===== src/hw/timer8_defines.svh =====
// Register indices, field positions, reset values and limits of the timer pair.
`ifndef TIMER8_DEFINES_SVH
`define TIMER8_DEFINES_SVH

`define T8_ADDR_W 8
`define T8_DATA_W 32
`define T8_IDX_W 6

// Register indices; the byte address on the bus is four times the index.
`define T8_IDX_CTRL_A_T0 6'h30
`define T8_IDX_CTRL_A_T1 6'h2F
`define T8_IDX_CTRL_B_T0 6'h33
`define T8_IDX_CTRL_B_T1 6'h2E
`define T8_IDX_COUNT_T0 6'h32
`define T8_IDX_COUNT_T1 6'h2D
`define T8_IDX_CMP_A_T0 6'h36
`define T8_IDX_CMP_A_T1 6'h2C
`define T8_IDX_CMP_B_T0 6'h3C
`define T8_IDX_CMP_B_T1 6'h2B
`define T8_IDX_FLAGS_T0 6'h38
`define T8_IDX_FLAGS_T1 6'h2A

// Control register A fields.
`define T8_A_COM_A_HI 7
`define T8_A_COM_A_LO 6
`define T8_A_COM_B_HI 5
`define T8_A_COM_B_LO 4
`define T8_A_WGM_HI 1
`define T8_A_WGM_LO 0
`define T8_A_RW_MASK 8'hF3

// Control register B fields.
`define T8_B_FORCE_A 7
`define T8_B_FORCE_B 6
`define T8_B_WGM_HIGH 3
`define T8_B_CS_HI 2
`define T8_B_CS_LO 0
`define T8_B_RW_MASK 8'h0F

// Flag register fields.
`define T8_F_OVF 0
`define T8_F_CMP_A 1
`define T8_F_CMP_B 2

`define T8_RESET_VAL 8'h00
`define T8_MAX 8'hFF
`define T8_BOTTOM 8'h00

`define T8_PRESC_W 10
`define T8_RESP_OKAY 2'h0
`define T8_RESP_SLVERR 2'h2

`endif


===== src/hw/timer8_pkg.sv =====
// Types shared by the timer pair.
package timer8_pkg;

	typedef enum logic [3:0] {
		WAVE_NONPWM = 4'h1,
		WAVE_PHASE = 4'h2,
		WAVE_FAST = 4'h4,
		WAVE_RESERVED = 4'h8
	} wave_kind_t;

	typedef enum logic [2:0] {
		CS_STOP = 3'h0,
		CS_DIRECT = 3'h1,
		CS_DIV8 = 3'h2,
		CS_DIV64 = 3'h3,
		CS_DIV256 = 3'h4,
		CS_DIV1024 = 3'h5,
		CS_EXT_FALL = 3'h6,
		CS_EXT_RISE = 3'h7
	} clock_select_t;

endpackage : timer8_pkg


===== src/hw/timer8_mode_clock_control.sv =====
// Two 8-bit timers: mode, clock select and waveform control, AXI4-Lite.
`timescale 1ns/1ps
`include "timer8_defines.svh"

module timer8_mode_clock_control #(
	parameter int TIMERS = 2
) (
	input wire logic i_ref_clk,
	input wire logic i_rstn,
	input wire logic [`T8_ADDR_W-1:0] i_awaddr,
	input wire logic i_awvalid,
	output logic o_awready,
	input wire logic [`T8_DATA_W-1:0] i_wdata,
	input wire logic [3:0] i_wstrb,
	input wire logic i_wvalid,
	output logic o_wready,
	output logic [1:0] o_bresp,
	output logic o_bvalid,
	input wire logic i_bready,
	input wire logic [`T8_ADDR_W-1:0] i_araddr,
	input wire logic i_arvalid,
	output logic o_arready,
	output logic [`T8_DATA_W-1:0] o_rdata,
	output logic [1:0] o_rresp,
	output logic o_rvalid,
	input wire logic i_rready,
	input wire logic [TIMERS-1:0] i_external_count_input,
	input wire logic [TIMERS-1:0] i_compare_a_dir_out,
	input wire logic [TIMERS-1:0] i_compare_b_dir_out,
	output logic [TIMERS-1:0] o_compare_a_wave_out,
	output logic [TIMERS-1:0] o_compare_b_wave_out,
	output logic [TIMERS-1:0] o_compare_a_pin_drive,
	output logic [TIMERS-1:0] o_compare_b_pin_drive,
	output logic [TIMERS-1:0] o_overflow_flag
);
	import timer8_pkg::*;

	localparam logic [5:0] IDX_CTRL_A [2] = '{`T8_IDX_CTRL_A_T0,
		`T8_IDX_CTRL_A_T1};
	localparam logic [5:0] IDX_CTRL_B [2] = '{`T8_IDX_CTRL_B_T0,
		`T8_IDX_CTRL_B_T1};
	localparam logic [5:0] IDX_COUNT [2] = '{`T8_IDX_COUNT_T0,
		`T8_IDX_COUNT_T1};
	localparam logic [5:0] IDX_CMP_A [2] = '{`T8_IDX_CMP_A_T0,
		`T8_IDX_CMP_A_T1};
	localparam logic [5:0] IDX_CMP_B [2] = '{`T8_IDX_CMP_B_T0,
		`T8_IDX_CMP_B_T1};
	localparam logic [5:0] IDX_FLAGS [2] = '{`T8_IDX_FLAGS_T0,
		`T8_IDX_FLAGS_T1};

	// The index tables above hold exactly two timers.
	if (TIMERS != 2) begin : g_bad_timers
		$error("timer8_mode_clock_control serves exactly two timers");
	end

	function automatic wave_kind_t kind_of(input logic [2:0] mode);
		case (mode)
			3'h0, 3'h2: kind_of = WAVE_NONPWM;
			3'h1, 3'h5: kind_of = WAVE_PHASE;
			3'h3, 3'h7: kind_of = WAVE_FAST;
			default: kind_of = WAVE_RESERVED;
		endcase
	endfunction : kind_of

	// Next level of one waveform output for a counter tick or a forced match.
	function automatic logic next_wave(input wave_kind_t kind,
		input logic [1:0] com, input logic cur, input logic match,
		input logic top_tick, input logic down, input logic cmp_is_top,
		input logic toggle_ok);
		next_wave = cur;
		case (kind)
			WAVE_NONPWM: begin
				if (match) begin
					case (com)
						2'b01: next_wave = ~cur;
						2'b10: next_wave = 1'b0;
						2'b11: next_wave = 1'b1;
						default: next_wave = cur;
					endcase
				end
			end
			WAVE_FAST: begin
				if (com[1]) begin
					if (match && !cmp_is_top) begin
						next_wave = com[0];
					end
					if (top_tick) begin
						next_wave = ~com[0];
					end
				end else if (com[0] && toggle_ok && match) begin
					next_wave = ~cur;
				end
			end
			WAVE_PHASE: begin
				if (com[1]) begin
					if (match && !cmp_is_top) begin
						next_wave = down ? ~com[0] : com[0];
					end
					if (top_tick && cmp_is_top) begin
						next_wave = ~com[0];
					end
				end else if (com[0] && toggle_ok && match) begin
					next_wave = ~cur;
				end
			end
			default: next_wave = cur;
		endcase
	endfunction : next_wave

	function automatic logic hit(input logic [`T8_ADDR_W-1:0] addr,
		input logic [5:0] idx);
		hit = (addr[`T8_ADDR_W-1:2] == idx);
	endfunction : hit

	// Bus side: write channel.
	logic aw_held_reg;
	logic w_held_reg;
	logic [`T8_ADDR_W-1:0] awaddr_reg;
	logic [7:0] wdata_reg;
	logic wlane_reg;
	logic wr_en;
	logic wr_known;

	assign wr_en = aw_held_reg && w_held_reg && !o_bvalid;

	always_ff @(posedge i_ref_clk) begin
		if (!i_rstn) begin
			aw_held_reg <= 1'b0;
			w_held_reg <= 1'b0;
			awaddr_reg <= '0;
			wdata_reg <= '0;
			wlane_reg <= 1'b0;
			o_awready <= 1'b1;
			o_wready <= 1'b1;
			o_bvalid <= 1'b0;
			o_bresp <= `T8_RESP_OKAY;
		end else begin
			if (i_awvalid && o_awready) begin
				aw_held_reg <= 1'b1;
				awaddr_reg <= i_awaddr;
				o_awready <= 1'b0;
			end
			if (i_wvalid && o_wready) begin
				w_held_reg <= 1'b1;
				wdata_reg <= i_wdata[7:0];
				wlane_reg <= i_wstrb[0];
				o_wready <= 1'b0;
			end
			if (wr_en) begin
				aw_held_reg <= 1'b0;
				w_held_reg <= 1'b0;
				o_bvalid <= 1'b1;
				o_bresp <= wr_known ? `T8_RESP_OKAY : `T8_RESP_SLVERR;
			end
			if (o_bvalid && i_bready) begin
				o_bvalid <= 1'b0;
				o_awready <= 1'b1;
				o_wready <= 1'b1;
			end
		end
	end

	// Views of each timer's registers for the read path.
	logic [7:0] view_ctrl_a [2];
	logic [7:0] view_ctrl_b [2];
	logic [7:0] view_count [2];
	logic [7:0] view_cmp_a [2];
	logic [7:0] view_cmp_b [2];
	logic [7:0] view_flags [2];
	logic [7:0] rd_val;
	logic rd_known;

	always_comb begin
		rd_val = 8'h00;
		rd_known = 1'b0;
		wr_known = 1'b0;
		for (int t = 0; t < 2; t++) begin
			if (hit(i_araddr, IDX_CTRL_A[t])) begin
				rd_val = view_ctrl_a[t];
				rd_known = 1'b1;
			end
			if (hit(i_araddr, IDX_CTRL_B[t])) begin
				rd_val = view_ctrl_b[t];
				rd_known = 1'b1;
			end
			if (hit(i_araddr, IDX_COUNT[t])) begin
				rd_val = view_count[t];
				rd_known = 1'b1;
			end
			if (hit(i_araddr, IDX_CMP_A[t])) begin
				rd_val = view_cmp_a[t];
				rd_known = 1'b1;
			end
			if (hit(i_araddr, IDX_CMP_B[t])) begin
				rd_val = view_cmp_b[t];
				rd_known = 1'b1;
			end
			if (hit(i_araddr, IDX_FLAGS[t])) begin
				rd_val = view_flags[t];
				rd_known = 1'b1;
			end
			if (hit(awaddr_reg, IDX_CTRL_A[t]) || hit(awaddr_reg, IDX_CTRL_B[t]) ||
				hit(awaddr_reg, IDX_COUNT[t]) || hit(awaddr_reg, IDX_CMP_A[t]) ||
				hit(awaddr_reg, IDX_CMP_B[t]) || hit(awaddr_reg, IDX_FLAGS[t])) begin
				wr_known = 1'b1;
			end
		end
	end

	// Bus side: read channel, answered one cycle after the address.
	always_ff @(posedge i_ref_clk) begin
		if (!i_rstn) begin
			o_arready <= 1'b1;
			o_rvalid <= 1'b0;
			o_rdata <= '0;
			o_rresp <= `T8_RESP_OKAY;
		end else begin
			if (i_arvalid && o_arready) begin
				o_arready <= 1'b0;
				o_rvalid <= 1'b1;
				o_rdata <= {24'h000000, rd_val};
				o_rresp <= rd_known ? `T8_RESP_OKAY : `T8_RESP_SLVERR;
			end else if (o_rvalid && i_rready) begin
				o_rvalid <= 1'b0;
				o_arready <= 1'b1;
			end
		end
	end

	// The prescaler runs freely and is shared by both timers, so the first
	// prescaled count after enabling lands anywhere within one period.
	logic [`T8_PRESC_W-1:0] presc_reg;

	always_ff @(posedge i_ref_clk) begin
		if (!i_rstn) begin
			presc_reg <= '0;
		end else begin
			presc_reg <= presc_reg + 1'b1;
		end
	end

	for (genvar g = 0; g < 2; g++) begin : g_timer
		logic [7:0] ctrl_a_reg;
		logic [3:0] ctrl_b_reg;
		logic [7:0] count_reg;
		logic [7:0] cmp_a_buf_reg;
		logic [7:0] cmp_a_reg;
		logic [7:0] cmp_b_buf_reg;
		logic [7:0] cmp_b_reg;
		logic [2:0] flags_reg;
		logic down_reg;
		logic sync1_reg;
		logic sync2_reg;
		logic prev_reg;
		logic [2:0] mode;
		logic [2:0] cs;
		wave_kind_t kind;
		logic tick;
		logic [7:0] top;
		logic at_top;
		logic top_tick;
		logic match_a;
		logic match_b;
		logic ovf_set;
		logic force_a;
		logic force_b;
		logic wr_ctrl_a;
		logic wr_ctrl_b;
		logic wr_count;
		logic wr_flags;

		assign wr_ctrl_a = wr_en && wlane_reg && hit(awaddr_reg, IDX_CTRL_A[g]);
		assign wr_ctrl_b = wr_en && wlane_reg && hit(awaddr_reg, IDX_CTRL_B[g]);
		assign wr_count = wr_en && wlane_reg && hit(awaddr_reg, IDX_COUNT[g]);
		assign wr_flags = wr_en && wlane_reg && hit(awaddr_reg, IDX_FLAGS[g]);

		assign mode = {ctrl_b_reg[`T8_B_WGM_HIGH],
			ctrl_a_reg[`T8_A_WGM_HI:`T8_A_WGM_LO]};
		assign kind = kind_of(mode);
		assign cs = ctrl_b_reg[`T8_B_CS_HI:`T8_B_CS_LO];

		assign view_ctrl_a[g] = ctrl_a_reg & `T8_A_RW_MASK;
		assign view_ctrl_b[g] = {4'h0, ctrl_b_reg};
		assign view_count[g] = count_reg;
		assign view_cmp_a[g] = cmp_a_buf_reg;
		assign view_cmp_b[g] = cmp_b_buf_reg;
		assign view_flags[g] = {5'h00, flags_reg};

		// Force strobes only reach the outputs in non-PWM modes.
		assign force_a = wr_ctrl_b && wdata_reg[`T8_B_FORCE_A] &&
			(kind == WAVE_NONPWM);
		assign force_b = wr_ctrl_b && wdata_reg[`T8_B_FORCE_B] &&
			(kind == WAVE_NONPWM);

		// The pin is sampled regardless of its direction, so software can
		// drive it and count its own edges.
		always_ff @(posedge i_ref_clk) begin
			if (!i_rstn) begin
				sync1_reg <= 1'b0;
				sync2_reg <= 1'b0;
				prev_reg <= 1'b0;
			end else begin
				sync1_reg <= i_external_count_input[g];
				sync2_reg <= sync1_reg;
				prev_reg <= sync2_reg;
			end
		end

		always_comb begin
			case (clock_select_t'(cs))
				CS_STOP: tick = 1'b0;
				CS_DIRECT: tick = 1'b1;
				CS_DIV8: tick = &presc_reg[2:0];
				CS_DIV64: tick = &presc_reg[5:0];
				CS_DIV256: tick = &presc_reg[7:0];
				CS_DIV1024: tick = &presc_reg[9:0];
				CS_EXT_FALL: tick = prev_reg && !sync2_reg;
				CS_EXT_RISE: tick = !prev_reg && sync2_reg;
				default: tick = 1'b0;
			endcase
		end

		// Modes 2, 5 and 7 take TOP from compare A, the rest use MAX.
		assign top = (mode == 3'h2 || mode == 3'h5 || mode == 3'h7) ?
			cmp_a_reg : `T8_MAX;
		assign at_top = (count_reg == top);
		assign top_tick = tick && at_top;
		assign match_a = tick && (count_reg == cmp_a_reg);
		assign match_b = tick && (count_reg == cmp_b_reg);

		always_comb begin
			case (mode)
				3'h1, 3'h5: ovf_set = tick && down_reg &&
					(count_reg == `T8_BOTTOM);
				3'h7: ovf_set = top_tick;
				default: ovf_set = tick && (count_reg == `T8_MAX);
			endcase
		end

		always_ff @(posedge i_ref_clk) begin
			if (!i_rstn) begin
				ctrl_a_reg <= `T8_RESET_VAL;
				ctrl_b_reg <= 4'h0;
			end else begin
				if (wr_ctrl_a) begin
					ctrl_a_reg <= wdata_reg & `T8_A_RW_MASK;
				end
				if (wr_ctrl_b) begin
					ctrl_b_reg <= wdata_reg[3:0];
				end
			end
		end

		// Compare values are double-buffered; PWM modes load them at TOP so
		// a period never sees a half-updated duty cycle.
		always_ff @(posedge i_ref_clk) begin
			if (!i_rstn) begin
				cmp_a_buf_reg <= `T8_RESET_VAL;
				cmp_b_buf_reg <= `T8_RESET_VAL;
				cmp_a_reg <= `T8_RESET_VAL;
				cmp_b_reg <= `T8_RESET_VAL;
			end else begin
				if (wr_en && wlane_reg && hit(awaddr_reg, IDX_CMP_A[g])) begin
					cmp_a_buf_reg <= wdata_reg;
				end
				if (wr_en && wlane_reg && hit(awaddr_reg, IDX_CMP_B[g])) begin
					cmp_b_buf_reg <= wdata_reg;
				end
				if (kind == WAVE_NONPWM || kind == WAVE_RESERVED ||
					top_tick) begin
					cmp_a_reg <= cmp_a_buf_reg;
					cmp_b_reg <= cmp_b_buf_reg;
				end
			end
		end

		always_ff @(posedge i_ref_clk) begin
			if (!i_rstn) begin
				count_reg <= `T8_RESET_VAL;
				down_reg <= 1'b0;
			end else if (wr_count) begin
				count_reg <= wdata_reg;
			end else if (tick) begin
				if (kind == WAVE_PHASE) begin
					if (!down_reg && at_top) begin
						down_reg <= 1'b1;
						count_reg <= count_reg - 8'h01;
					end else if (down_reg && count_reg == `T8_BOTTOM) begin
						down_reg <= 1'b0;
						count_reg <= count_reg + 8'h01;
					end else if (down_reg) begin
						count_reg <= count_reg - 8'h01;
					end else begin
						count_reg <= count_reg + 8'h01;
					end
				end else if (at_top) begin
					// Only the count reaching TOP on a tick clears here, never a force.
					count_reg <= `T8_BOTTOM;
					down_reg <= 1'b0;
				end else begin
					count_reg <= count_reg + 8'h01;
					down_reg <= 1'b0;
				end
			end
		end

		// A hardware set in the same cycle as a write-one clear wins.
		always_ff @(posedge i_ref_clk) begin
			if (!i_rstn) begin
				flags_reg <= 3'h0;
			end else begin
				flags_reg <= (flags_reg & ~(wr_flags ? wdata_reg[2:0] : 3'h0)) |
					{match_b, match_a, ovf_set};
			end
		end

		always_ff @(posedge i_ref_clk) begin
			if (!i_rstn) begin
				o_compare_a_wave_out[g] <= 1'b0;
				o_compare_b_wave_out[g] <= 1'b0;
				o_compare_a_pin_drive[g] <= 1'b0;
				o_compare_b_pin_drive[g] <= 1'b0;
				o_overflow_flag[g] <= 1'b0;
			end else begin
				o_compare_a_wave_out[g] <= next_wave(kind,
					ctrl_a_reg[`T8_A_COM_A_HI:`T8_A_COM_A_LO],
					o_compare_a_wave_out[g], match_a || force_a, top_tick,
					down_reg, cmp_a_reg == top, mode[2]);
				o_compare_b_wave_out[g] <= next_wave(kind,
					ctrl_a_reg[`T8_A_COM_B_HI:`T8_A_COM_B_LO],
					o_compare_b_wave_out[g], match_b || force_b, top_tick,
					down_reg, cmp_b_reg == top, 1'b0);
				o_compare_a_pin_drive[g] <= i_compare_a_dir_out[g] &&
					(ctrl_a_reg[`T8_A_COM_A_HI:`T8_A_COM_A_LO] != 2'b00);
				o_compare_b_pin_drive[g] <= i_compare_b_dir_out[g] &&
					(ctrl_a_reg[`T8_A_COM_B_HI:`T8_A_COM_B_LO] != 2'b00);
				o_overflow_flag[g] <= flags_reg[`T8_F_OVF];
			end
		end
	end

endmodule : timer8_mode_clock_control


===== config.mk =====
export PLATFORM = sky130hd
export DESIGN_NAME = timer8_mode_clock_control
export DESIGN_NICKNAME = d
export VERILOG_FILES = /design/src/hw/timer8_pkg.sv /design/src/hw/timer8_mode_clock_control.sv
export VERILOG_INCLUDE_DIRS = /design/src /design/src/hw
export SDC_FILE = /design/constraint.sdc
export NUM_CORES = 1
export LEC_CHECK = 0
export ABC_AREA = 1
export BUFFER_PORTS_ARGS = -buffer_cell sky130_fd_sc_hd__buf_2
export CORE_MARGIN = 1
export CORE_UTILIZATION = 45
export CTS_CLUSTER_SIZE = 28
export DETAILED_ROUTE_END_ITERATION = 7
export SETUP_SLACK_MARGIN = 0.3
export SLEW_MARGIN = 10
export SYNTH_ARGS = -nofsm -noshare
export SYNTH_HDL_FRONTEND = slang
export SYNTH_SLANG_ARGS = --single-unit

===== constraint.sdc =====
create_clock -name i_ref_clk -period 2.94 [get_ports i_ref_clk]
set_input_delay 0.294 -clock i_ref_clk [delete_from_list [all_inputs] [get_ports i_ref_clk]]
set_output_delay 0.294 -clock i_ref_clk [all_outputs]
set_load 0.01 [all_outputs]

Word level (Yosys, flattened, before mapping)
Index checks and enable logic that the tools add are counted.
Cells by class
  $add $sub $neg: 5
  equal/unequal tests: 102
  muxes and demuxes: 104
  bitwise operators: 17
  reduce and logical (&&, ||, !) cells: 130
Operators with widths (count)
  $mux W8: 28
  $eq A6 B6 Y1 const B: 24
  $eq A8 B8 Y1: 10
  $logic_and A1 B1 Y1: 64
  $mux W1: 58
  $eq A3 B3 Y1 const B: 12
  $eq A3 B2 Y1 const B: 8
  $pmux W1 S3: 8
  $pmux W4 S3: 2
  $logic_or A1 B1 Y1: 22
  $add A8 B1 Y8 const B: 2
  $eq A2 B2 Y1 const B: 8
  $eq A8 B8 Y1 const B: 2
  $logic_not A8 Y1: 2
  $ne A4 B1 Y1 const B: 4
  $pmux W1 S8: 2
  $reduce_or A2 Y1: 8
  $sub A8 B1 Y8 const B: 2
  $reduce_and A7 Y1: 2
  $reduce_bool A2 Y1: 7
  $eq A3 B1 Y1 const B: 4
  $logic_not A3 Y1: 4
  $ne A3 B1 Y1 const B: 4
  $logic_not A1 Y1: 11
  other kinds (24): 60
Storage, ports and cells
  register bits: 170
  output and inout port bits: 51

Longest topological paths before layout
  depth in word-level cells: 14
  mapped depth: 19

Worst setup path before layout
OpenSTA, ideal clock, no wires.
  path kind: register to register
  from: register presc_reg[0]
  to: register g_timer[0].count_reg[5]
  setup time: 0.070 ns
  arrival: 1.980 ns
  setup slack: 0.889 ns
  cell stages (with the launch flop): 14
  buffers on the path: 0
  cells stage by stage: dfxtp_1 ha_1 ha_1 nand4_1 nand2_1 nor2_1 inv_1 nor2_1 inv_1 nor2_1 inv_1 o22ai_1 inv_1 a21oi_1
Between the ends
  longest elaborated chain between the ends: 3
  elaborated cells between the ends (all ways): 6
  those cells by class: mux (1); reduce/logical (5)
Ends and longest elaborated chain
  start, declared: line timer8_mode_clock_control.sv:232  | logic [`T8_PRESC_W-1:0] presc_reg;
  start signal, assigned: line timer8_mode_clock_control.sv:238  | presc_reg <= presc_reg + 1'b1;
  $reduce_and A10 Y1, or another cell as far along: line timer8_mode_clock_control.sv:316  | CS_DIV1024: tick = &presc_reg[9:0];
  $pmux W1 S8 *: line timer8_mode_clock_control.sv:310  | case (clock_select_t'(cs))
  $reduce_bool A2 Y1 (no line) *
  end signal, assigned: line timer8_mode_clock_control.sv:379  | count_reg <= `T8_RESET_VAL;
  end signal, assigned: line timer8_mode_clock_control.sv:382  | count_reg <= wdata_reg;
  end signal, assigned: line timer8_mode_clock_control.sv:387  | count_reg <= count_reg - 8'h01;
  end, declared: line timer8_mode_clock_control.sv:245  | logic [7:0] count_reg;
Mark *: on every way between the ends. The rest lies on a longest branch, timed or not.
A chain may end at the register's enable or synchronous reset.

Worst setup path after layout
  from: register g_timer[1].ctrl_a_reg[0]
  to: register g_timer[1].cmp_b_reg[4]
Between the ends
  longest elaborated chain between the ends: 7
  elaborated cells between the ends (all ways): 19
  those cells by class: eq/ne (8); mux (2); reduce/logical (9)
Ends and longest elaborated chain
  start, declared: line timer8_mode_clock_control.sv:243  | logic [7:0] ctrl_a_reg;
  start signal, assigned: line timer8_mode_clock_control.sv:342  | ctrl_a_reg <= `T8_RESET_VAL;
  start signal, assigned: line timer8_mode_clock_control.sv:346  | ctrl_a_reg <= wdata_reg & `T8_A_RW_MASK;
  $eq A3 B2 Y1 / $eq A3 B3 Y1 (equally long branches): line timer8_mode_clock_control.sv:57, timer8_mode_clock_control.sv:324
  $logic_or A1 B1 Y1 (2 in series): line timer8_mode_clock_control.sv:324  | assign top = (mode == 3'h2 || mode == 3'h5 || mode == 3'h7) ?
  $mux W8 (no line)
  $eq A8 B8 Y1: line timer8_mode_clock_control.sv:326  | assign at_top = (count_reg == top);
  $logic_and A1 B1 Y1: line timer8_mode_clock_control.sv:327  | assign top_tick = tick && at_top;
  $logic_or A1 B1 Y1 *: line timer8_mode_clock_control.sv:369  | if (kind == WAVE_NONPWM || kind == WAVE_RESERVED ||
  end signal, assigned: line timer8_mode_clock_control.sv:361  | cmp_b_reg <= `T8_RESET_VAL;
  end signal, assigned: line timer8_mode_clock_control.sv:372  | cmp_b_reg <= cmp_b_buf_reg;
  end, declared: line timer8_mode_clock_control.sv:249  | logic [7:0] cmp_b_reg;
Marks and branches as above.

==> run summary <==
status -> complete, no violations
Top Ports -> 116
Core Footprint -> 21400 sq um
Top delay family on crit path -> simple AND/OR/NAND/NOR gates
RePlAce Congestion -> 0.954
die width -> 151 um
CP bufs+invs -> 3
Setup CP Type -> flip-flop to flip-flop
routed length per instance -> 17.3 um
Yosys cell types -> 48
first-pass GRT wire length -> 49.8 mm
DR vias/cell -> 5.47
Nets -> 1663
slew margin rel. -> 34.3%
slowest CP cell -> dfxtp_1
worst hold path depth -> 3
clock skew -> 12.7 ps
final setup TNS -> 0 ps
actual slew at the worst max-slew pin -> 985 ps
CTS root buf -> clkbuf_16
DP HPWL -> 24.3 mm
die area -> 22700 sq um
fin crit period -> 2450 ps
antenna cells -> 0
H-tree levels -> 4
Mean Syn Cell Area -> 6.50 sq um
CP most frequent cell -> nand2_2
routed wire length -> 32.4 mm
row cnt -> 53
f_max -> 409 MHz
WP data arrival -> 2810 ps
Mapped Cells -> 1526
Clock Path Buffers -> 2
DR pass1 iterations -> 5
final setup violation count -> 0
Max rail drop VDD -> 378 uV
# DRC -> 0
Power Density -> 438 nW/um^2
RSZ-0062 raised after global routing -> true
Hold Vio Cnt, Final -> 0
Worst setup SP type -> flip-flop
layout cells sized above 1 -> 11.1%
Hold Buf Count CTS -> 0
final instance area -> 11100 sq um
post-synth design cell area -> 9920 sq um
I/O Buffers -> 58
Post-synth EDFFs -> 0
commonest cells after routing, fill and taps aside -> nand2_1 (346), inv_1 (176), dfxtp_1 (165)
GR Util All Layers -> 29.4%
P&R area growth vs syn -> 11.5%
Levels on crit path -> 13
crit share post-route -> 83.2%
Die Y -> 151 um
Ys Warns -> 0
Min Hold Slack -> 37.0 ps
Max Slew Vio Count -> 0
Vias -> 10200
placed inst area -> 10500 sq um
HP Class -> input port to flip-flop
LEAKAGE -> 4.79 nW
TritonCTS sink count -> 166
commonest non-fill, non-tap cell in the layout -> nand2_1
TritonCTS Buffers -> 17
Crit path largest cell delay -> 490 ps
antenna violations before repair -> 0
vias in the first global route -> 9028
asr flop ratio synth -> 0%
largest net degree at the start of global routing -> 111
CTS tree -> done
prevailing post-synth register cell -> dfxtp_1
Post CTS Setup Buffer Count -> 0
worst reg2reg path depth -> 13
Reg clk slew, reported paths -> 70 ps
worst-path fanout max -> 18
Starting Density -> 46.5%
sequential-to-total area share from yosys stat -> 33.5%
GR Overflow Total -> 0
CP endpoint kind -> flip-flop
Worst Path Required -> 3300 ps
Post-CTS Resized -> 0
max-cap violation count -> 0
#FFs+latches synth -> 166
DR iter-0 viols -> 910
ANT nets after route -> 0
critical-path cell list -> clkinv_2, nand2_2, nand3_2, nand2_1, nand2_1, nor2_2, nand2_2, nor2_4, nand2_4, nand2_2, inv_1, buf_4, a21oi_1
Clock Latency Late Sink -> 440 ps
==> synthesized netlist by cell type (4+ instances only) <==
cell type / instances / area (sq um)
nor2_2: 7 / 43.8
a31oi_1: 6 / 37.5
dfxtp_1: 166 / 3320
a211oi_1: 14 / 105
buf_4: 31 / 233
nand2_2: 13 / 81.3
xor2_1: 31 / 272
buf_6: 4 / 45.0
o211ai_1: 9 / 67.6
nor2_1: 156 / 586
a21oi_1: 151 / 756
o22ai_1: 12 / 75.1
nand2_1: 346 / 1300
nand3_1: 81 / 405
inv_1: 178 / 668
inv_2: 7 / 26.3
o21ai_1: 6 / 30.0
o21ai_0: 133 / 666
clkbuf_1: 37 / 139
o221ai_1: 7 / 61.3
ha_1: 14 / 175
nor3_1: 15 / 75.1
buf_2: 5 / 25.0
nor4_1: 14 / 87.6
nand3_2: 8 / 80.1
xnor2_1: 6 / 52.6
nand4_1: 34 / 213
==> where the power goes <==
group | switching, W | total [W] | internal [W]
Combinational | 0.000200 | 0.000269 | 0.0000693
Clock | 0.000983 | 0.00227 | 0.00129
Sequential | 0.0000317 | 0.00232 | 0.00228
Total | 0.00121 | 0.00485 | 0.00364
==> worst min-delay path, cell delays in order <==
cell and delay, ps:
buf_2 70, nand2_1 40, inv_1 40
==> final timing paths <==
| path | from | end | slack [ps] |
|---|---|---|---|
| setup reg to reg | g_timer[1].ctrl_a_reg[0]$_SDFFE_PN0P_ | g_timer[1].cmp_b_reg[4]$_SDFFE_PN0P_ | 490 |
| setup / recovery | g_timer[1].ctrl_a_reg[0]$_SDFFE_PN0P_ | g_timer[1].cmp_b_reg[4]$_SDFFE_PN0P_ | 490 |
| hold / removal | i_external_count_input[0] | g_timer[0].sync1_reg$_SDFF_PN0_ | 40 |
| hold reg to reg | g_timer[1].sync1_reg$_SDFF_PN0_ | g_timer[1].sync2_reg$_SDFF_PN0_ | 420 |
==> layout make-up <==
type / instances / area, sq um
sequential: 166 / 3320
clock buffer: 19 / 443
clock inverter: 13 / 148
multi-input combinational: 1117 / 5540
fill: 2257 / 10300
tap: 275 / 344
timing repair buffer: 93 / 556
inverter: 189 / 713
==> routing by layer <==
| metal | global-route usage [%] | vias to the layer above | part of all wire, % |
|---|---|---|---|
| met2 | 44.1 | 423 | 43 |
| met3 | 5.24 | 51 | 7.8 |
| met5 | 0 | - | 0 |
| met4 | 7.68 | 0 | 1.8 |
| met1 | 42.8 | 4665 | 48 |
| li1 | - | 5098 | - |
==> stage by stage <==
stage | utilization (%) | power (W) | setup WS [ps] | cells
final | 51.8 | 0.00485 | 492 | 1872
after global routing | 51.8 | 0.00501 | 273 | 1872
after CTS | 51.8 | 0.00487 | 416 | 1872
after detailed placement | 49.0 | 0.00263 | 439 | 1840
after global placement | 49.0 | 0.00263 | 473 | 1840
after floorplan | - | 0.00254 | 889 | 1551
==> kinds of logic after synthesis <==
group | after synthesis | synth area share, %
AND/OR/NAND/NOR | 683 | 29.8
AO/OA/AOI/OAI | 357 | 19.9
buffers and inverters | 268 | 11.7
flip-flops | 166 | 33.5
XOR/XNOR | 37 | 3.27
adder cells (fa/ha/maj) | 14 | 1.77
other | 1 | 0.0378
(Power assumes the default switching activity.)
